<file path="src/core/wasc_pkg.sv">
// package for the waveform auto-shutdown control block
// assumes a single 50 MHz clock domain and an AXI4-Lite register bus
package wasc_pkg;

  // ==========================================================
  // bus geometry
  localparam int AXI_ADDR_W = 8;
  localparam int AXI_DATA_W = 32;
  localparam logic [1:0] RESP_OKAY   = 2'h0;
  localparam logic [1:0] RESP_SLVERR = 2'h2;

  // ==========================================================
  // register offsets
  localparam logic [AXI_ADDR_W-1:0] OFS_SHDN_CTRL = 8'h00;
  localparam logic [AXI_ADDR_W-1:0] OFS_OUT_CFG   = 8'h04;
  localparam logic [AXI_ADDR_W-1:0] OFS_DRV_CFG   = 8'h08;
  localparam logic [AXI_ADDR_W-1:0] OFS_IRQ_STAT  = 8'h0C;
  localparam logic [AXI_ADDR_W-1:0] OFS_IRQ_MASK  = 8'h10;

  // ==========================================================
  // field positions
  localparam int BIT_EVENT_FLAG  = 7;
  localparam int BIT_AUTO_RST    = 6;
  localparam int BIT_CMP2_EN     = 3;
  localparam int BIT_CMP1_EN     = 2;
  localparam int BIT_FLT_EN      = 1;
  localparam int POS_B_STATE     = 6;
  localparam int POS_A_STATE     = 4;
  localparam int POS_SRC_SEL     = 0;
  localparam int POS_DEAD        = 0;
  localparam int BIT_POL_A       = 6;
  localparam int BIT_POL_B       = 7;
  localparam int BIT_IRQ_ENTER   = 0;
  localparam int BIT_IRQ_RESTART = 1;

  // ==========================================================
  // reset values
  localparam logic [7:0] RST_SHDN_CTRL = 8'h00;
  localparam logic [7:0] RST_OUT_CFG   = 8'h00;
  localparam logic [7:0] RST_DRV_CFG   = 8'h00;
  localparam logic [1:0] RST_IRQ       = 2'h0;
  localparam logic [5:0] DEAD_ZERO     = 6'h00;

  // ==========================================================
  // encodings
  localparam logic [1:0] SRC_CMP1 = 2'h0;
  localparam logic [1:0] SRC_CMP2 = 2'h1;
  localparam logic [1:0] SRC_WAV1 = 2'h2;
  localparam logic [1:0] SHDN_INACTIVE = 2'h0;
  localparam logic [1:0] SHDN_TRISTATE = 2'h1;
  localparam logic [1:0] SHDN_LOW      = 2'h2;
  localparam logic [1:0] SHDN_HIGH     = 2'h3;

  typedef struct packed {
    logic [1:0] shdn_state;
    logic       polarity;
    logic [5:0] dead_count;
  } wasc_chan_cfg_t;

  typedef enum logic [0:0] {WR_IDLE, WR_RESP} wasc_wr_state_t;
  typedef enum logic [0:0] {RD_IDLE, RD_DATA} wasc_rd_state_t;

endpackage

</file>
<file path="src/core/wasc_chan_drive.sv">
// one complementary output channel: normal drive or shutdown state
// assumes shutdown is a registered level from the control block
`timescale 1ns/1ps
`default_nettype none
module wasc_chan_drive
  import wasc_pkg::*;
(
  input  wire logic           aclk,
  input  wire logic           aresetn,
  input  var  wasc_chan_cfg_t cfg,
  input  wire logic           shutdown,
  input  wire logic           wave,
  output var  logic           pin_q,
  output var  logic           pin_oe_q
);

  // ==========================================================
  // dead-band delay before the inactive level
  logic [5:0] dead_q;

  always_ff @(posedge aclk)
  begin
    if (!aresetn)
      dead_q <= DEAD_ZERO;
    else if (!shutdown)
      dead_q <= cfg.dead_count;
    else if (dead_q != DEAD_ZERO)
      dead_q <= dead_q - 6'h01;
  end

  // ==========================================================
  // pin level and enable
  always_ff @(posedge aclk)
  begin
    if (!aresetn)
    begin
      pin_q    <= 1'b0;
      pin_oe_q <= 1'b0;
    end
    else if (!shutdown)
    begin
      pin_q    <= wave ^ cfg.polarity;
      pin_oe_q <= 1'b1;
    end
    else
    begin
      unique case (cfg.shdn_state)
        SHDN_HIGH:
        begin
          pin_q    <= 1'b1;
          pin_oe_q <= 1'b1;
        end
        SHDN_LOW:
        begin
          pin_q    <= 1'b0;
          pin_oe_q <= 1'b1;
        end
        SHDN_TRISTATE:
        begin
          pin_q    <= 1'b0;
          pin_oe_q <= 1'b0;
        end
        SHDN_INACTIVE:
        begin
          // old level holds through the dead band, then idle level
          if (dead_q == DEAD_ZERO)
          begin
            pin_q    <= cfg.polarity;
            pin_oe_q <= 1'b1;
          end
        end
      endcase
    end
  end

endmodule
`default_nettype wire

</file>
<file path="src/core/wasc_top.sv">
// waveform auto-shutdown control with AXI4-Lite registers
// assumes comparator and fault inputs are synchronous to aclk
//
// The implementer's own choices: register access over AXI4-Lite and the register addresses.
`timescale 1ns/1ps
`default_nettype none
// Behaviour
// - comparator 2 high shuts down when enabled
// - comparator 1 high shuts down when enabled
// - fault pin low shuts down when enabled
// - source select 00 comparator 1, 01 comparator 2
// - flag set forces outputs to shutdown states
// - state 11 high, 10 low, 01 off, 00 idle
module wasc_top
  import wasc_pkg::*;
(
  input  wire logic                    aclk,
  input  wire logic                    aresetn,
  input  wire logic [AXI_ADDR_W-1:0]   s_axi_awaddr,
  input  wire logic                    s_axi_awvalid,
  output var  logic                    s_axi_awready,
  input  wire logic [AXI_DATA_W-1:0]   s_axi_wdata,
  input  wire logic [AXI_DATA_W/8-1:0] s_axi_wstrb,
  input  wire logic                    s_axi_wvalid,
  output var  logic                    s_axi_wready,
  output var  logic [1:0]              s_axi_bresp,
  output var  logic                    s_axi_bvalid,
  input  wire logic                    s_axi_bready,
  input  wire logic [AXI_ADDR_W-1:0]   s_axi_araddr,
  input  wire logic                    s_axi_arvalid,
  output var  logic                    s_axi_arready,
  output var  logic [AXI_DATA_W-1:0]   s_axi_rdata,
  output var  logic [1:0]              s_axi_rresp,
  output var  logic                    s_axi_rvalid,
  input  wire logic                    s_axi_rready,
  input  wire logic                    comparator1_async_output,
  input  wire logic                    comparator2_async_output,
  input  wire logic                    wave1_in,
  input  wire logic                    wave2_in,
  input  wire logic                    fault_input_pin_n,
  output var  logic                    out_a_q,
  output var  logic                    out_a_oe_q,
  output var  logic                    out_b_q,
  output var  logic                    out_b_oe_q,
  output var  logic                    irq_q
);

  // ==========================================================
  // helpers
  function automatic logic reg_known(input logic [AXI_ADDR_W-1:0] a);
    reg_known = (a == OFS_SHDN_CTRL) || (a == OFS_OUT_CFG) || (a == OFS_DRV_CFG)
             || (a == OFS_IRQ_STAT) || (a == OFS_IRQ_MASK);
  endfunction

  // ==========================================================
  // state
  logic [7:0]      shdn_ctrl_q;
  logic [7:0]      out_cfg_q;
  logic [7:0]      drv_cfg_q;
  logic [1:0]      irq_stat_q;
  logic [1:0]      irq_mask_q;
  wasc_wr_state_t  wr_state_q;
  wasc_rd_state_t  rd_state_q;
  logic            aw_have_q;
  logic            w_have_q;
  logic [AXI_ADDR_W-1:0] awaddr_q;
  logic [7:0]      wbyte_q;
  logic            wlane_q;

  logic            aw_take;
  logic            w_take;
  logic            wr_fire;
  logic [AXI_ADDR_W-1:0] wr_addr;
  logic [7:0]      wr_byte;
  logic            wr_lane;
  logic            rd_take;
  logic            stat_rd;
  logic            shdn_req;
  logic            flag_d;
  logic            src_level;
  logic [1:0]      irq_set;
  wasc_chan_cfg_t  cfg_a;
  wasc_chan_cfg_t  cfg_b;

  // ==========================================================
  // write channel handshake, address and data in either order
  assign aw_take = s_axi_awvalid && s_axi_awready;
  assign w_take  = s_axi_wvalid && s_axi_wready;
  assign wr_fire = (wr_state_q == WR_IDLE) && (aw_have_q || aw_take) && (w_have_q || w_take);
  assign wr_addr = aw_have_q ? awaddr_q : s_axi_awaddr;
  assign wr_byte = w_have_q ? wbyte_q : s_axi_wdata[7:0];
  assign wr_lane = w_have_q ? wlane_q : s_axi_wstrb[0];

  always_ff @(posedge aclk)
  begin
    if (!aresetn)
    begin
      wr_state_q    <= WR_IDLE;
      aw_have_q     <= 1'b0;
      w_have_q      <= 1'b0;
      awaddr_q      <= '0;
      wbyte_q       <= 8'h00;
      wlane_q       <= 1'b0;
      s_axi_awready <= 1'b0;
      s_axi_wready  <= 1'b0;
      s_axi_bvalid  <= 1'b0;
      s_axi_bresp   <= RESP_OKAY;
    end
    else
    begin
      unique case (wr_state_q)
        WR_IDLE:
        begin
          if (aw_take)
          begin
            aw_have_q <= 1'b1;
            awaddr_q  <= s_axi_awaddr;
          end
          if (w_take)
          begin
            w_have_q <= 1'b1;
            wbyte_q  <= s_axi_wdata[7:0];
            wlane_q  <= s_axi_wstrb[0];
          end
          s_axi_awready <= !(aw_have_q || aw_take);
          s_axi_wready  <= !(w_have_q || w_take);
          if (wr_fire)
          begin
            aw_have_q     <= 1'b0;
            w_have_q      <= 1'b0;
            s_axi_awready <= 1'b0;
            s_axi_wready  <= 1'b0;
            s_axi_bvalid  <= 1'b1;
            s_axi_bresp   <= reg_known(wr_addr) ? RESP_OKAY : RESP_SLVERR;
            wr_state_q    <= WR_RESP;
          end
        end
        WR_RESP:
        begin
          if (s_axi_bready)
          begin
            s_axi_bvalid <= 1'b0;
            wr_state_q   <= WR_IDLE;
          end
        end
      endcase
    end
  end

  // ==========================================================
  // read channel; a read of the interrupt status clears it
  assign rd_take = s_axi_arvalid && s_axi_arready;
  assign stat_rd = rd_take && (s_axi_araddr == OFS_IRQ_STAT);

  always_ff @(posedge aclk)
  begin
    if (!aresetn)
    begin
      rd_state_q    <= RD_IDLE;
      s_axi_arready <= 1'b0;
      s_axi_rvalid  <= 1'b0;
      s_axi_rdata   <= '0;
      s_axi_rresp   <= RESP_OKAY;
    end
    else
    begin
      unique case (rd_state_q)
        RD_IDLE:
        begin
          s_axi_arready <= 1'b1;
          if (rd_take)
          begin
            s_axi_arready <= 1'b0;
            s_axi_rvalid  <= 1'b1;
            s_axi_rresp   <= reg_known(s_axi_araddr) ? RESP_OKAY : RESP_SLVERR;
            s_axi_rdata   <= '0;
            unique case (s_axi_araddr)
              OFS_SHDN_CTRL: s_axi_rdata[7:0] <= shdn_ctrl_q;
              OFS_OUT_CFG:   s_axi_rdata[7:0] <= out_cfg_q;
              OFS_DRV_CFG:   s_axi_rdata[7:0] <= drv_cfg_q;
              OFS_IRQ_STAT:  s_axi_rdata[1:0] <= irq_stat_q;
              OFS_IRQ_MASK:  s_axi_rdata[1:0] <= irq_mask_q;
              default:       s_axi_rdata      <= '0;
            endcase
            rd_state_q <= RD_DATA;
          end
        end
        RD_DATA:
        begin
          if (s_axi_rready)
          begin
            s_axi_rvalid <= 1'b0;
            rd_state_q   <= RD_IDLE;
          end
        end
      endcase
    end
  end

  // ==========================================================
  // shutdown sources and event flag
  always_comb
  begin
    shdn_req = 1'b0;
    if (shdn_ctrl_q[BIT_CMP2_EN] && comparator2_async_output)
      shdn_req = 1'b1;
    if (shdn_ctrl_q[BIT_CMP1_EN] && comparator1_async_output)
      shdn_req = 1'b1;
    if (shdn_ctrl_q[BIT_FLT_EN] && !fault_input_pin_n)
      shdn_req = 1'b1;
  end

  // a live source beats a software clear in the same cycle
  always_comb
  begin
    flag_d = shdn_ctrl_q[BIT_EVENT_FLAG];
    if (wr_fire && wr_lane && (wr_addr == OFS_SHDN_CTRL))
      flag_d = wr_byte[BIT_EVENT_FLAG];
    if (shdn_ctrl_q[BIT_AUTO_RST] && shdn_ctrl_q[BIT_EVENT_FLAG])
      flag_d = 1'b0;
    if (shdn_req)
      flag_d = 1'b1;
  end

  // ==========================================================
  // configuration registers; only byte lane 0 is implemented
  always_ff @(posedge aclk)
  begin
    if (!aresetn)
      shdn_ctrl_q <= RST_SHDN_CTRL;
    else
    begin
      shdn_ctrl_q[BIT_EVENT_FLAG] <= flag_d;
      if (wr_fire && wr_lane && (wr_addr == OFS_SHDN_CTRL))
      begin
        shdn_ctrl_q[BIT_AUTO_RST] <= wr_byte[BIT_AUTO_RST];
        shdn_ctrl_q[BIT_CMP2_EN]  <= wr_byte[BIT_CMP2_EN];
        shdn_ctrl_q[BIT_CMP1_EN]  <= wr_byte[BIT_CMP1_EN];
        shdn_ctrl_q[BIT_FLT_EN]   <= wr_byte[BIT_FLT_EN];
      end
    end
  end

  always_ff @(posedge aclk)
  begin
    if (!aresetn)
    begin
      out_cfg_q  <= RST_OUT_CFG;
      drv_cfg_q  <= RST_DRV_CFG;
      irq_mask_q <= RST_IRQ;
    end
    else if (wr_fire && wr_lane)
    begin
      if (wr_addr == OFS_OUT_CFG)
        out_cfg_q <= wr_byte & 8'hF3;
      if (wr_addr == OFS_DRV_CFG)
        drv_cfg_q <= wr_byte;
      if (wr_addr == OFS_IRQ_MASK)
        irq_mask_q <= wr_byte[1:0];
    end
  end

  // ==========================================================
  // interrupts: entry and automatic restart are sticky events
  always_comb
  begin
    irq_set = 2'h0;
    irq_set[BIT_IRQ_ENTER]   = flag_d && !shdn_ctrl_q[BIT_EVENT_FLAG];
    irq_set[BIT_IRQ_RESTART] = !flag_d && shdn_ctrl_q[BIT_EVENT_FLAG]
                               && shdn_ctrl_q[BIT_AUTO_RST];
  end

  always_ff @(posedge aclk)
  begin
    if (!aresetn)
      irq_stat_q <= RST_IRQ;
    else
      irq_stat_q <= (stat_rd ? 2'h0 : irq_stat_q) | irq_set;
  end

  // one cycle late so the pin stays a plain flop
  always_ff @(posedge aclk)
  begin
    if (!aresetn)
      irq_q <= 1'b0;
    else
      irq_q <= |(irq_stat_q & irq_mask_q);
  end

  // ==========================================================
  // waveform source and output channels
  always_comb
  begin
    unique case (out_cfg_q[POS_SRC_SEL +: 2])
      SRC_CMP1: src_level = comparator1_async_output;
      SRC_CMP2: src_level = comparator2_async_output;
      SRC_WAV1: src_level = wave1_in;
      default:  src_level = wave2_in;
    endcase
  end

  assign cfg_a = '{shdn_state: out_cfg_q[POS_A_STATE +: 2],
                   polarity:   drv_cfg_q[BIT_POL_A],
                   dead_count: drv_cfg_q[POS_DEAD +: 6]};
  assign cfg_b = '{shdn_state: out_cfg_q[POS_B_STATE +: 2],
                   polarity:   drv_cfg_q[BIT_POL_B],
                   dead_count: drv_cfg_q[POS_DEAD +: 6]};

  // B is the complement of A before polarity
  wasc_chan_drive u_chan_a (
    .aclk     (aclk),
    .aresetn  (aresetn),
    .cfg      (cfg_a),
    .shutdown (shdn_ctrl_q[BIT_EVENT_FLAG]),
    .wave     (src_level),
    .pin_q    (out_a_q),
    .pin_oe_q (out_a_oe_q)
  );

  wasc_chan_drive u_chan_b (
    .aclk     (aclk),
    .aresetn  (aresetn),
    .cfg      (cfg_b),
    .shutdown (shdn_ctrl_q[BIT_EVENT_FLAG]),
    .wave     (!src_level),
    .pin_q    (out_b_q),
    .pin_oe_q (out_b_oe_q)
  );

endmodule
`default_nettype wire

</file>
<file path="config.mk">
export PLATFORM = sky130hd
export DESIGN_NAME = wasc_top
export DESIGN_NICKNAME = d
export VERILOG_FILES = /design/src/core/wasc_pkg.sv /design/src/core/wasc_chan_drive.sv /design/src/core/wasc_top.sv
export SDC_FILE = /design/constraint.sdc
export NUM_CORES = 1
export LEC_CHECK = 0
export ABC_AREA = 1
export BUFFER_PORTS_ARGS = -buffer_cell sky130_fd_sc_hd__buf_2
export CORE_UTILIZATION = 40
export CTS_CLUSTER_SIZE = 10
export DETAILED_ROUTE_END_ITERATION = 6
export GPL_ROUTABILITY_DRIVEN = 0
export SKIP_LAST_GASP = 1
export SYNTH_ARGS = -nofsm -noshare
export SYNTH_HDL_FRONTEND = slang
export SYNTH_HIERARCHICAL = 1
export SYNTH_SLANG_ARGS = --single-unit
</file>
<file path="constraint.sdc">
create_clock -name aclk -period 2.81 [get_ports aclk]
set_clock_uncertainty 0.15 [all_clocks]
set_input_delay 0.4215 -clock aclk [delete_from_list [all_inputs] [get_ports aclk]]
set_output_delay 0.4215 -clock aclk [all_outputs]
set_load 0.005 [all_outputs]
</file>
### After elaboration in Yosys (flattened, before gate mapping)

Index checks and enable logic that the tools add are counted.

* flip-flop bits (word level): 78
* input bits: 64
* output and inout bits: 46

* add/subtract/negate cells: 2
* equal/unequal tests: 24
* mux-type cells: 50
* bitwise logic cells: 6
* reductions and logical operators: 58

Operators by type and width (count)
* 8-bit by 4-bit equality test with 1-bit output (second input constant): 4
* 1-bit 2-to-1 mux: 30
* 6-bit 2-to-1 mux: 4
* 2-bit AND reduction: 11
* 6-bit one-hot mux with 3 select lines: 1
* 8-bit by 3-bit equality test with 1-bit output (second input constant): 2
* 8-bit by 5-bit equality test with 1-bit output (second input constant): 2
* 8-bit zero test: 2
* 8-bit 2-to-1 mux: 2
* 1-bit logical AND: 15
* 1-bit one-hot mux with 3 select lines: 5
* 6-bit zero test: 2
* 6-bit nonzero test: 2
* 6-bit by 1-bit subtractor with 6-bit output (second input constant): 2
* 2-bit equality test (second input constant): 5
* 1-bit logical OR: 10
* 2-bit one-hot mux with 5 select lines: 1
* 2-bit OR reduction: 5
* 2-bit != test (second input constant): 4
* 1-bit one-hot mux with 2 select lines: 4
* 2-bit by 1-bit equality test with 1-bit output (second input constant): 3
* 1-bit zero test: 6
* 2-bit zero test: 3
* 2-bit 2-to-1 mux: 3
* other kinds (7): 12

### Logic depth before layout (Yosys ltp)

Gate-level depths: netlist of the first run.

* word-level depth: 13
* mapped depth: 13
* gate-level depth less buffers: 12

### Hierarchy

Netlist of the first run, hierarchy kept.

Modules (own cells, without submodules)
* wasc_top: instances 1, cells each 421, area each 2906.5 um^2, seq. area each 1201.2 um^2
* wasc_chan_drive: instances 2, cells each 75, area each 539.3 um^2, seq. area each 160.2 um^2

### Least setup slack after synthesis of the first run

No wires, ideal clock.

* path type: in2reg
* start: input port s_axi_araddr[5]
* end: register s_axi_rdata[4]
* setup time: 0.059 ns
* arrival time: 1.347 ns
* data required time: 2.601 ns
* path slack: 1.254 ns
* stages on the path: 9
* buffers on the path: 0
* cells stage by stage: nor2_1 -> nand3_1 -> inv_1 -> nand4_1 -> inv_2 -> nor2_1 -> nor3_2 -> nand2_1 -> nand2_1

* word-level cells in the longest chain between the ends: 2
* elaborated cells between the ends (all ways): 4
* those cells by class: 2 x eq/ne; 1 x mux; 1 x reduce/logical

Ends and longest elaborated chain
* start: declaration: line wasc_top.sv:29 `input wire logic [AXI_ADDR_W-1:0] s_axi_araddr,`
* 8-bit by 4-bit equality test with 1-bit output (tied with other cells): line wasc_top.sv:177 `unique case (s_axi_araddr)`
* 6-bit one-hot mux with 3 select lines *: line wasc_top.sv:177
* end signal: assignment: line wasc_top.sv:178 `OFS_SHDN_CTRL: s_axi_rdata[7:0] <= shdn_ctrl_q;`
* end signal: assignment: line wasc_top.sv:179 `OFS_OUT_CFG: s_axi_rdata[7:0] <= out_cfg_q;`
* end signal: assignment: line wasc_top.sv:180 `OFS_DRV_CFG: s_axi_rdata[7:0] <= drv_cfg_q;`
* end: declaration: line wasc_top.sv:32 `output var logic [AXI_DATA_W-1:0] s_axi_rdata,`

Mark *: on every way between the ends. The rest lies on a longest branch, timed or not.
A chain may end at the register's enable or synchronous reset.

### Worst setup path after layout of the first run

* start: register w_have_q
* end: register irq_stat_q[0]

* word-level cells in the longest chain between the ends: 9
* elaborated cells between the ends (all ways): 11
* those cells by class: 5 x mux; 1 x bitwise; 5 x reduce/logical

Ends and longest elaborated chain
* start: declaration: line wasc_top.sv:65 `logic w_have_q;`
* start signal: assignment: line wasc_top.sv:100 `w_have_q <= 1'b0;`
* start signal: assignment: line wasc_top.sv:121 `w_have_q <= 1'b1;`
* start signal: assignment: line wasc_top.sv:130 `w_have_q <= 1'b0;`
* 1-bit logical OR: line wasc_top.sv:89 `assign wr_fire = (wr_state_q == WR_IDLE) && (aw_have_q || aw_take) && (w_have_q || w_take);`
* 1-bit logical AND: line wasc_top.sv:89
* 1-bit logical AND (2 in series): line wasc_top.sv:217 `if (wr_fire && wr_lane && (wr_addr == OFS_SHDN_CTRL))`
* 1-bit 2-to-1 mux *: line wasc_top.sv:217
* 1-bit 2-to-1 mux *: line wasc_top.sv:219 `if (shdn_ctrl_q[BIT_AUTO_RST] && shdn_ctrl_q[BIT_EVENT_FLAG])`
* 1-bit 2-to-1 mux *: line wasc_top.sv:221 `if (shdn_req)`
* 1-bit logical AND *: line wasc_top.sv:268 `irq_set[BIT_IRQ_ENTER] = flag_d && !shdn_ctrl_q[BIT_EVENT_FLAG];`
* 2-bit bitwise OR *: line wasc_top.sv:278 `irq_stat_q <= (stat_rd ? 2'h0 : irq_stat_q) | irq_set;`
* end signal: assignment: line wasc_top.sv:278
* end: declaration: line wasc_top.sv:60 `logic [1:0] irq_stat_q;`

Marks and branches as above.

==> reports/results.tsv, run 1 <==
stage	metric	value	unit
floorplan	core_area	9730	um2
synthesis	synth_warnings	6	
global_route	first_global_vias	3153	
worst_setup_path	criticalPathCategory	reg -> reg	
power_and_ir_drop	total_power_density_per_cell_area	480	nW/um2
drt	drt_first_iter_violations	181	
clocking	post_cts_setup_buffer_count	0	
final_layout	layout.cells.non_filler	771	
power_and_ir_drop	power.ir.vdd_worst	237	uV
drt	vias	3558	
global_route	grt_pass1_wl	14200	um
timing	finalHoldViolations	0	
timing	finalCritPeriodShare	68.6	%
placement	detailedPlace.worstSlack	0.899	ns
hold_path	min-delay-path-class	in -> reg	
global_route	global_route.overflow_total	0	
clocking	clockBufferDepth	2	
synthesis	ys_seq_elements	76	
final_layout	antenna_cells	0	
drt	drt-vias-per-instance	4.61	
global_route	grtUsageTotal	17.6	%
global_route	grt_max_degree	41	
synthesis	post_synthesis_cell_area	3990	um2
synthesis	yosysUniqueCellTypes	36	
placement	place.detailed.instances	755	
final_layout	finish.instance_area	4510	um2
timing	rsz0062_at_grt	no	
timing	relSlewSlack	58.5	%
timing	totalNegativeSetupSlack	0	ns
clocking	path_clk_slew	0.08	ns
clocking	tritoncts	built	
timing	slew_viol_final	0	
drt	route.detailed.drc	1	
floorplan	die_h	102	um
worst_setup_path	cp.required	2.91	ns
placement	placed_instance_area	4320	um2
floorplan	dieArea	10400	um2
drt	drt-wirelength-per-cell	11.4	um
clocking	holdBufCountCts	0	
worst_setup_path	worst_path_cell_with_the_longest_stage_delay	sky130_fd_sc_hd__dfxtp_1	
floorplan	initial_core_util	41.0	%
final_layout	layout.nets	705	
placement	port-buffer-count	56	
synthesis	synth_sequential_area_ratio	38.2	%
floorplan	die_x	102	um
timing	setup-violations-final	0	
clocking	tritoncts.num_buffers	9	
final_layout	syn_to_final_growth	13.1	%
synthesis	synth.avg_cell_area	6.98	um2
timing	clock.fmax	0.519	GHz
timing	final_period_minus_worst_setup_slack	1.93	ns
worst_setup_path	worst_stage_delay_on_the_critical_path	0.62	ns
worst_setup_path	crit_buf_inv	1	
worst_setup_path	crit_path_max_fanout	16	
final_layout	drive_above_1_share	18.7	%
drt	ant_nets	0	
drt	wl	8800	um
worst_setup_path	critPathTopFamily	simple AND/OR/NAND/NOR gates	
drt	first_pass_iteration_count_of_the_detailed_router	6	
timing	worst_slew_pin_slew	0.622	ns
worst_setup_path	cp_cell_sequence	inv_2, or2_2, o21ai_0, nand3_1, nand3_2, nand2_1, nand3_1, nand2_1	
placement	hpwl_after_detailed_placement	6570	um
worst_setup_path	worst_setup_path_end_kind	flip-flop	
run_status	status	complete, but fails checks	
clocking	clock_sinks	76	
final_layout	postLayoutCoreUtil	46.3	%
power_and_ir_drop	leakage	2.05	nW
clocking	cts_repair_resize_count	0	
synthesis	cells_after_synthesis	571	
global_route	grt_antenna_before_repair	0	
run_status	violated_checks	DRC	
clocking	clock_tree.htree_level_count	3	
worst_setup_path	timing.critical_path.from_type	flip-flop	
floorplan	i_o_pins	110	
floorplan	row_count	36	
run	max-cap-violations	0	
clocking	clk_latency	0.36	ns
worst_setup_path	cp.arrival	2.03	ns
timing	finalWorstSetupSlack	0.883	ns
clocking	clk_root_buffer_cell	sky130_fd_sc_hd__clkbuf_8	
==> cells in the mapped netlist <==
cell / n / area share (%)
sky130_fd_sc_hd__nand2_2: 7 / 1.1
sky130_fd_sc_hd__conb_1: 1 / 0.094
sky130_fd_sc_hd__dfxtp_1: 76 / 38
sky130_fd_sc_hd__nand2_1: 148 / 14
sky130_fd_sc_hd__ha_1: 8 / 2.5
sky130_fd_sc_hd__xor2_2: 4 / 1.6
sky130_fd_sc_hd__nor4_2: 1 / 0.31
sky130_fd_sc_hd__buf_1: 1 / 0.094
sky130_fd_sc_hd__nor2_8: 1 / 0.50
sky130_fd_sc_hd__nand3_2: 5 / 1.3
sky130_fd_sc_hd__nor2_4: 2 / 0.57
sky130_fd_sc_hd__o21a_1: 1 / 0.19
sky130_fd_sc_hd__nor2_2: 4 / 0.63
sky130_fd_sc_hd__or2_2: 2 / 0.31
sky130_fd_sc_hd__nand3_4: 2 / 0.88
sky130_fd_sc_hd__buf_6: 1 / 0.28
sky130_fd_sc_hd__inv_2: 8 / 0.75
sky130_fd_sc_hd__a22o_1: 1 / 0.22
sky130_fd_sc_hd__o211ai_1: 3 / 0.57
sky130_fd_sc_hd__nand4_1: 8 / 1.3
sky130_fd_sc_hd__a21oi_2: 3 / 0.66
sky130_fd_sc_hd__clkinv_1: 2 / 0.19
sky130_fd_sc_hd__nand3_1: 19 / 2.4
sky130_fd_sc_hd__o21ai_0: 45 / 5.7
sky130_fd_sc_hd__a21oi_1: 53 / 6.7
sky130_fd_sc_hd__o21ai_1: 9 / 1.1
sky130_fd_sc_hd__o21ai_2: 2 / 0.44
sky130_fd_sc_hd__a221oi_1: 1 / 0.22
sky130_fd_sc_hd__inv_1: 66 / 6.2
sky130_fd_sc_hd__buf_4: 26 / 4.9
sky130_fd_sc_hd__xor2_1: 2 / 0.44
sky130_fd_sc_hd__nor2_1: 49 / 4.6
sky130_fd_sc_hd__inv_4: 1 / 0.16
sky130_fd_sc_hd__nor3_2: 1 / 0.25
sky130_fd_sc_hd__nor3_1: 2 / 0.25
sky130_fd_sc_hd__clkbuf_1: 6 / 0.57
==> worst reg2reg max path, cell delays in order, from the launching register on <==
cell and delay, ns:
sky130_fd_sc_hd__dfxtp_1 0.62, sky130_fd_sc_hd__inv_2 0.14, sky130_fd_sc_hd__or2_2 0.29, sky130_fd_sc_hd__o21ai_0 0.15, sky130_fd_sc_hd__nand3_1 0.18, sky130_fd_sc_hd__nand3_2 0.12
sky130_fd_sc_hd__nand2_1 0.06, sky130_fd_sc_hd__nand3_1 0.08, sky130_fd_sc_hd__nand2_1 0.05
==> power by group <==
group	internal (W)	switching (W)
Clock	0.000333	0.000451
Combinational	0.0000824	0.000151
Sequential	0.00112	0.0000282
==> metal layers <==
metal / part of all wire [%] / global-route usage, % / routed length [um] / up-vias
li1: - / - / - / 1889
met1: 50 / 23.9 / 4370 / 1571
met3: 5.1 / 3.97 / 445 / 10
met2: 44 / 27.5 / 3850 / 88
met4: 1.4 / 6.37 / 126 / 0
met5: 0 / 0 / 0 / -
==> registers in the layout, summed over array words and instances, names as in the netlist, 2 cells and up <==
register / cells
u_chan_a/dead_q: 6
s_axi_rdata: 8
drv_cfg_q: 8
shdn_ctrl_q: 5
out_cfg_q: 6
irq_stat_q: 2
u_chan_b/dead_q: 6
awaddr_q: 8
wbyte_q: 8
irq_mask_q: 2
==> logic make-up after synthesis <==
logic type,share of synthesized area (%)
buffers and inverters,13.2
adders and majority gates,2.51
AOI/OAI and AO/OA,15.7
DFF,38.2
other,0.0941
and+or+nand+nor,28.3
xor gates and xnor gates,2.07
==> cells in the final DEF (no fill, tap or decap), drive strengths merged <==
master / netlist / final
a21oi: 56 / 56
a221oi: 1 / 1
a22o: 1 / 1
buf: 28 / 60
clkbuf: 6 / 9
clkinv: 2 / 4
clkinvlp: 0 / 2
conb: 1 / 26
dfxtp: 76 / 76
ha: 8 / 8
inv: 75 / 78
nand2: 155 / 155
nand3: 26 / 26
nand4: 8 / 8
nor2: 56 / 56
nor3: 3 / 3
nor4: 1 / 1
o211ai: 3 / 3
o21a: 1 / 1
o21ai: 56 / 56
or2: 2 / 2
xor2: 6 / 6
==> worst paths after layout <==
kind | startpoint | to | slack [ns] | cells past startpoint
setup reg to reg | w_have_q | irq_stat_q[0] | 0.88 | 8
hold / removal | s_axi_wdata[7] | wbyte_q[7] | 0.16 | 3
hold reg to reg | s_axi_rdata[4] | s_axi_rdata[4] | 0.31 | 2
setup / recovery | w_have_q | irq_stat_q[0] | 0.88 | 8
==> stage by stage <==
stage	hold slack [ns]	total power, W
6_report	0.160	0.00216
3_3_place_gp	0.284	0.00140
4_1_cts	0.149	0.00219
3_5_place_dp	0.288	0.00141
2_1_floorplan	0.279	0.00135
5_1_grt	0.154	0.00228
==> layout make-up <==
| type | instances | area [um2] |
|---|---|---|
| clock buffers | 9 | 124 |
| clock inverters | 7 | 58.8 |
| fillers | 1041 | 5220 |
| inverters | 77 | 292 |
| multi-input cells | 409 | 2030 |
| flip-flops and latches | 76 | 1520 |
| well taps | 133 | 166 |
| repair buffers | 60 | 310 |
(Power assumes the default switching activity.)
==> run 2: changes to the inputs <==
==> constraint.sdc (replaced) <==
create_clock -name aclk -period 1.8 [get_ports aclk]
set_clock_uncertainty 0.15 [all_clocks]
set_input_delay 0.27 -clock aclk [delete_from_list [all_inputs] [get_ports aclk]]
set_output_delay 0.27 -clock aclk [all_outputs]
set_load 0.005 [all_outputs]
==> reports/results.tsv, run 2 (synthesis results as in run 1) <==
stage	metric	value	unit	change
power_and_ir_drop	switching_share	26.8	%	-2.3 points
power_and_ir_drop	leakage	2.09	nW	+2.0%
final_layout	layout.cells.non_filler	780		+1.2%
drt	ant_nets	0		unchanged
global_route	global_route.overflow_total	0		unchanged
clocking	clockBufferDepth	2		unchanged
run	max-cap-violations	0		unchanged
worst_setup_path	criticalPathCategory	reg -> reg		
placement	port-buffer-count	56		unchanged
power_and_ir_drop	clockPowerShare	34.4	%	-1.8 points
global_route	grt_antenna_before_repair	0		unchanged
worst_setup_path	worst_stage_delay_on_the_critical_path	0.40	ns	-0.22 ns
hold_path	min-delay-path-class	in -> reg		
hold_path	min_from	s_axi_wdata[1]		
final_layout	mostFrequentLayoutCell	sky130_fd_sc_hd__nand2_1		
worst_setup_path	timing.critical_path.from_type	flip-flop		
global_route	first_global_vias	3203		+1.6%
power_and_ir_drop	power.net_switching	0.000886	W	+41%
final_layout	drive_above_1_share	19.8	%	+1.1 points
clocking	path_clk_slew	0.08	ns	about the same
floorplan	die_x	102	um	unchanged
timing	slew_viol_final	0		unchanged
timing	finalHoldViolations	0		unchanged
final_layout	layout.nets	714		+1.3%
drt	drt-wirelength-per-cell	11.4	um	about the same
clocking	tritoncts.num_buffers	9		unchanged
power_and_ir_drop	power.ir.vdd_worst	421	uV	+78%
clocking	tritoncts	built		
floorplan	row_count	36		unchanged
run_status	status	complete, but fails checks		
worst_setup_path	cp.arrival	1.81	ns	-0.22 ns
drt	wl	8900	um	+1.1%
final_layout	fill_cells	1032		-0.86%
worst_setup_path	crit-reg2reg-launch	aw_have_q		
floorplan	i_o_pins	110		unchanged
drt	drt_first_iter_violations	130		-28%
placement	hpwl_after_detailed_placement	6720	um	+2.3%
worst_setup_path	cp_cell_sequence	inv_4, nand2_1, nand2_1, nor2_1, nand2_1, inv_1, nand3_4, nand2_1, nand3_2, nand2_1, nand3_1, nand2_1		
floorplan	initial_core_util	41.0	%	unchanged
worst_setup_path	cp.required	1.94	ns	-0.97 ns
drt	route.detailed.drc	1		unchanged
global_route	grt_max_degree	38		-7.3%
timing	final_period_minus_worst_setup_slack	1.67	ns	-0.255 ns
worst_setup_path	worst_setup_path_end_kind	flip-flop		
global_route	grtUsageTotal	18.1	%	+0.43 points
worst_setup_path	cp_common_cell	sky130_fd_sc_hd__nand2_1		
global_route	grt_pass1_wl	14700	um	+3.0%
clocking	clock_tree.htree_level_count	3		unchanged
power_and_ir_drop	power.internal	0.00242	W	+58%
power_and_ir_drop	power.total	0.00331	W	+53%
floorplan	die_h	102	um	unchanged
timing	finalCritPeriodShare	92.9	%	+24 points
clocking	clk_root_buffer_cell	sky130_fd_sc_hd__clkbuf_8		
timing	setup-violations-final	0		unchanged
placement	place.detailed.instances	761		+0.79%
drt	first_pass_iteration_count_of_the_detailed_router	7		+1
worst_setup_path	crit_path_start	aw_have_q		
final_layout	antenna_cells	0		unchanged
timing	clock.fmax	0.598	GHz	+15%
run_status	violated_checks	DRC		
clocking	clock_sinks	76		unchanged
worst_setup_path	worst_path_cell_with_the_longest_stage_delay	sky130_fd_sc_hd__dfxtp_4		
floorplan	core_area	9730	um2	unchanged
power_and_ir_drop	total_power_density_per_cell_area	724	nW/um2	+51%
drt	vias	3590		+0.90%
power_and_ir_drop	comb_power_share	11.7	%	+0.9 points
drt	drt-vias-per-instance	4.60		-0.26%
floorplan	dieArea	10400	um2	unchanged
final_layout	syn_to_final_growth	14.7	%	
power_and_ir_drop	p_seq_share	53.9	%	+0.9 points
final_layout	mostFrequentLayoutCells	sky130_fd_sc_hd__nand2_1 (148), sky130_fd_sc_hd__dfxtp_1 (75), sky130_fd_sc_hd__inv_1 (66)		
worst_setup_path	crit_path_max_fanout	9		-7
final_layout	postLayoutCoreUtil	47.0	%	+0.66 points
clocking	clk_latency	0.34	ns	-0.02 ns
-- run 2: cell types whose count changed in the layout (fill, tap and decap cells not counted), sizes merged --
| cell | change |
|---|---|
| clkinvlp | -2 |
| clkbuf | +5 |
| buf | +9 |
| inv | -3 |
-- run 2: power groups by stage --
stage          sequential [W]  clock (W)  combinational (W)
6_report              0.00178    0.00114           0.000387
5_1_grt               0.00179    0.00125           0.000449
4_1_cts               0.00179    0.00117           0.000386
3_5_place_dp          0.00182          0           0.000385
3_3_place_gp          0.00182          0           0.000378
2_1_floorplan         0.00182          0           0.000286
-- run 2: what timing repair did --
action	in CTS	in global routing
buffers inserted	0	3
pin swaps	0	1
endpoints found under the setup margin	4	11
gates resized for setup	1	5
hold buffers	0	0
-- run 2: worst paths after layout --
check | endpoint | depth (start not counted) | slack (ns)
setup / recovery | irq_stat_q[0] | 12 | 0.13
setup reg to reg | irq_stat_q[0] | 12 | 0.13
hold / removal | wbyte_q[1] | 3 | 0.01
hold reg to reg | s_axi_rdata[4] | 2 | 0.30
-- run 2: area by class of cell --
class / instances / area, um2 / area share, %
clock buffers: 14 / 153 / 3.34
clock inverters: 2 / 10.0 / 0.219
inverters: 77 / 294 / 6.43
multi-input cells: 409 / 2040 / 44.7
flip-flops and latches: 76 / 1530 / 33.4
well taps: 133 / 166 / 3.64
repair buffers: 69 / 378 / 8.27
-- run 2: metal layers --
layer	GRT usage, %	vias to the layer above	wire length [um]
met2	29.0	99	4120
met3	3.97	6	498
met1	24.1	1581	4210
li1	-	1904	-
met4	6.04	0	70
met5	0	-	0
-- run 2: through the flow --
step	cell area [um2]	setup TNS [ns]	hold slack, ns	worst slack (ns)
after floorplan	4080	0	0.255	0.276
after global placement	4370	0	0.283	0.0576
after detailed placement	4370	0	0.286	0.0264
after CTS	4530	0	0.00387	0.0703
after global routing	4570	-0.0323	0.0191	-0.0200
final	4570	0	0.0107	0.128
-- run 2: critical path, delay by kind of cell (launching register included) --
kind,cells,cell delay (ns)
buffers and inverters,2,0.17
flip-flops,1,0.40
AND/OR/NAND/NOR,10,0.88
==> run 3: changes to the inputs <==
--- a/config.mk
+++ b/config.mk
@@ -11,6 +11,7 @@
 export CTS_CLUSTER_SIZE = 10
 export DETAILED_ROUTE_END_ITERATION = 6
 export GPL_ROUTABILITY_DRIVEN = 0
+export PLACE_DENSITY = 0.76
 export SKIP_LAST_GASP = 1
 export SYNTH_ARGS = -nofsm -noshare
 export SYNTH_HDL_FRONTEND = slang
==> reports/results.tsv, run 3 (synthesis results as in run 1) <==
stage	metric	value	unit	change
run_status	status	complete, no violations		
run	max-cap-violations	0		unchanged
drt	vias	3746		+4.3%
hold_path	min-delay-path-class	in -> reg		
final_layout	layout.nets	716		+0.28%
worst_setup_path	cp_cell_sequence	dlygate4sd3_1, buf_2, nand2_2, nand2_2, nor2_1, nand2_1, inv_2, nand3_4, buf_4, o21ai_0, a21oi_1		
global_route	gr-usage-met1	22.6	%	-1.5 points
drt	first_pass_iteration_count_of_the_detailed_router	4		-3
global_route	global_route.overflow_total	0		unchanged
floorplan	dieArea	10400	um2	unchanged
global_route	grt_util_met2	31.4	%	+2.4 points
global_route	first_global_vias	3478		+8.6%
final_layout	drive_above_1_share	21.0	%	+1.2 points
worst_setup_path	worst_stage_delay_on_the_critical_path	0.53	ns	+0.13 ns
global_route	grtUsageTotal	18.4	%	+0.38 points
worst_setup_path	crit_path_max_fanout	7		-2
final_layout	mostFrequentLayoutCells	sky130_fd_sc_hd__nand2_1 (145), sky130_fd_sc_hd__dfxtp_1 (75), sky130_fd_sc_hd__inv_1 (65)		
worst_setup_path	r2r-end	shdn_ctrl_q[2]		
worst_setup_path	cp.arrival	1.83	ns	+0.02 ns
global_route	grt_antenna_before_repair	0		unchanged
timing	clock.fmax	0.575	GHz	-3.9%
worst_setup_path	critPathTopFamily	buffers and inverters		
drt	ant_nets	0		unchanged
drt	drt-wirelength-per-cell	11.4	um	-0.35%
timing	finalHoldViolations	0		unchanged
clocking	tritoncts	built		
clocking	clock_tree.htree_level_count	3		unchanged
clocking	clockBufferDepth	2		unchanged
final_layout	antenna_cells	0		unchanged
worst_setup_path	cp_common_cell	sky130_fd_sc_hd__nand2_2		
worst_setup_path	criticalPathCategory	in -> reg		
clocking	tritoncts.num_buffers	9		unchanged
hold_path	min_from	s_axi_bready		
hold_path	worstHoldEndpoint	wr_state_q		
power_and_ir_drop	power.total	0.00360	W	+8.9%
worst_setup_path	crit-reg2reg-launch	aw_have_q		
clocking	clock_sinks	76		unchanged
final_layout	postLayoutCoreUtil	47.8	%	+0.86 points
power_and_ir_drop	leakage	2.11	nW	+1.2%
drt	wl	8890	um	about the same
final_layout	multiInputGateArea	2050	um2	+0.55%
power_and_ir_drop	total_power_density_per_cell_area	775	nW/um2	+7.0%
floorplan	die_x	102	um	unchanged
clocking	path_clk_slew	0.07	ns	about the same
floorplan	row_count	36		unchanged
placement	port-buffer-count	56		unchanged
global_route	grtUsageMet3	4.92	%	+0.96 points
placement	hpwl_after_detailed_placement	6750	um	+0.41%
timing	rsz0062_at_grt	yes		
clocking	clk_root_buffer_cell	sky130_fd_sc_hd__clkbuf_8		
worst_setup_path	r2r_cells	10		-2
final_layout	syn_to_final_growth	16.8	%	
worst_setup_path	cp.required	1.89	ns	-0.05 ns
worst_setup_path	worst_setup_path_end_kind	flip-flop		
worst_setup_path	timing.critical_path.from_type	input port		
worst_setup_path	crit_buf_inv	4		+2
global_route	grt_pass1_wl	15100	um	+3.2%
worst_setup_path	worst_path_cell_with_the_longest_stage_delay	sky130_fd_sc_hd__dlygate4sd3_1		
timing	setup-violations-final	0		unchanged
global_route	globalRoute.busiestLayer	met2		
floorplan	initial_core_util	41.0	%	unchanged
final_layout	sequential_cell_area	1520	um2	-0.16%
drt	drt-vias-per-instance	4.79		+4.1%
floorplan	core_area	9730	um2	unchanged
timing	final_period_minus_worst_setup_slack	1.74	ns	+0.0674 ns
timing	slew_viol_final	0		unchanged
floorplan	die_h	102	um	unchanged
timing	finalCritPeriodShare	96.6	%	+3.7 points
final_layout	fill_cells	983		-4.7%
worst_setup_path	ff2ff_setup_slack	0.12	ns	about the same
hold_path	worstHoldPathCells	4		+1
drt	drt_first_iter_violations	165		+27%
timing	fin_hold_ws	0.0219	ns	+0.0112 ns
drt	route.detailed.drc	0		-1
floorplan	i_o_pins	110		unchanged
final_layout	finish.instance_area	4650	um2	+1.8%
final_layout	mostFrequentLayoutCell	sky130_fd_sc_hd__nand2_1		
global_route	grt_max_degree	25		-34%
placement	placed_instance_area	4360	um2	-0.17%
power_and_ir_drop	power.ir.vdd_worst	343	uV	-19%
clocking	clk_latency	0.35	ns	about the same
[run 3: metal layers]
layer / routed length, um / vias to the layer above
met4: 112 / 0
li1: - / 1908
met2: 4210 / 123
met1: 3970 / 1704
met5: 0 / -
met3: 595 / 11
[run 3: worst min-delay path: cells and delay by family]
kind | cells | cell delay [ns]
AND/OR/NAND/NOR | 1 | 0.05
buffers and inverters | 2 | 0.11
AO/OA/AOI/OAI | 1 | 0.05
[run 3: how the worst max path moves through the flow]
stage / endpoint / cells past startpoint / start / slack [ns]
after CTS: irq_mask_q[0] / 9 / aw_have_q / 0.02
final: shdn_ctrl_q[2] / 11 / s_axi_awaddr[3] / 0.06
after detailed placement: irq_mask_q[0] / 9 / aw_have_q / 0.05
after floorplan: irq_stat_q[1] / 11 / aw_have_q / 0.28
after global placement: irq_mask_q[0] / 9 / aw_have_q / 0.09
after global routing: shdn_ctrl_q[2] / 10 / aw_have_q / -0.03
[run 3: final cells by class]
cell class,instances,area share [%]
Tap cell,133,3.58
Timing Repair Buffer,71,8.50
Inverter,77,6.37
Multi-Input combinational cell,409,44.2
Sequential cell,76,32.7
Clock inverter,4,1.56
Clock buffer,12,3.12
[run 3: where the power goes]
| part | switching (W) | total, W | leakage [nW] | internal (W) |
|---|---|---|---|---|
| Combinational | 0.000251 | 0.000391 | 1.39 | 0.000141 |
| Sequential | 0.0000390 | 0.00179 | 0.619 | 0.00175 |
| Clock | 0.000610 | 0.00143 | 0.107 | 0.000817 |
[run 3: per-stage QoR]
stage,TNS [ns],std cells,setup slack [ns]
6_report,0,782,0.0606
5_1_grt,-0.0578,782,-0.0327
4_1_cts,0,777,0.0192
3_5_place_dp,0,760,0.0521
3_3_place_gp,0,760,0.0899
2_1_floorplan,0,596,0.276
[run 3: timing repair]
item / CTS / global route
resized for setup: 0 / 12
endpoints found under the hold margin: 1 / 0
buffers inserted: 0 / 5
endpoints found under the setup margin: 0 / 24
hold buffers: 1 / 0
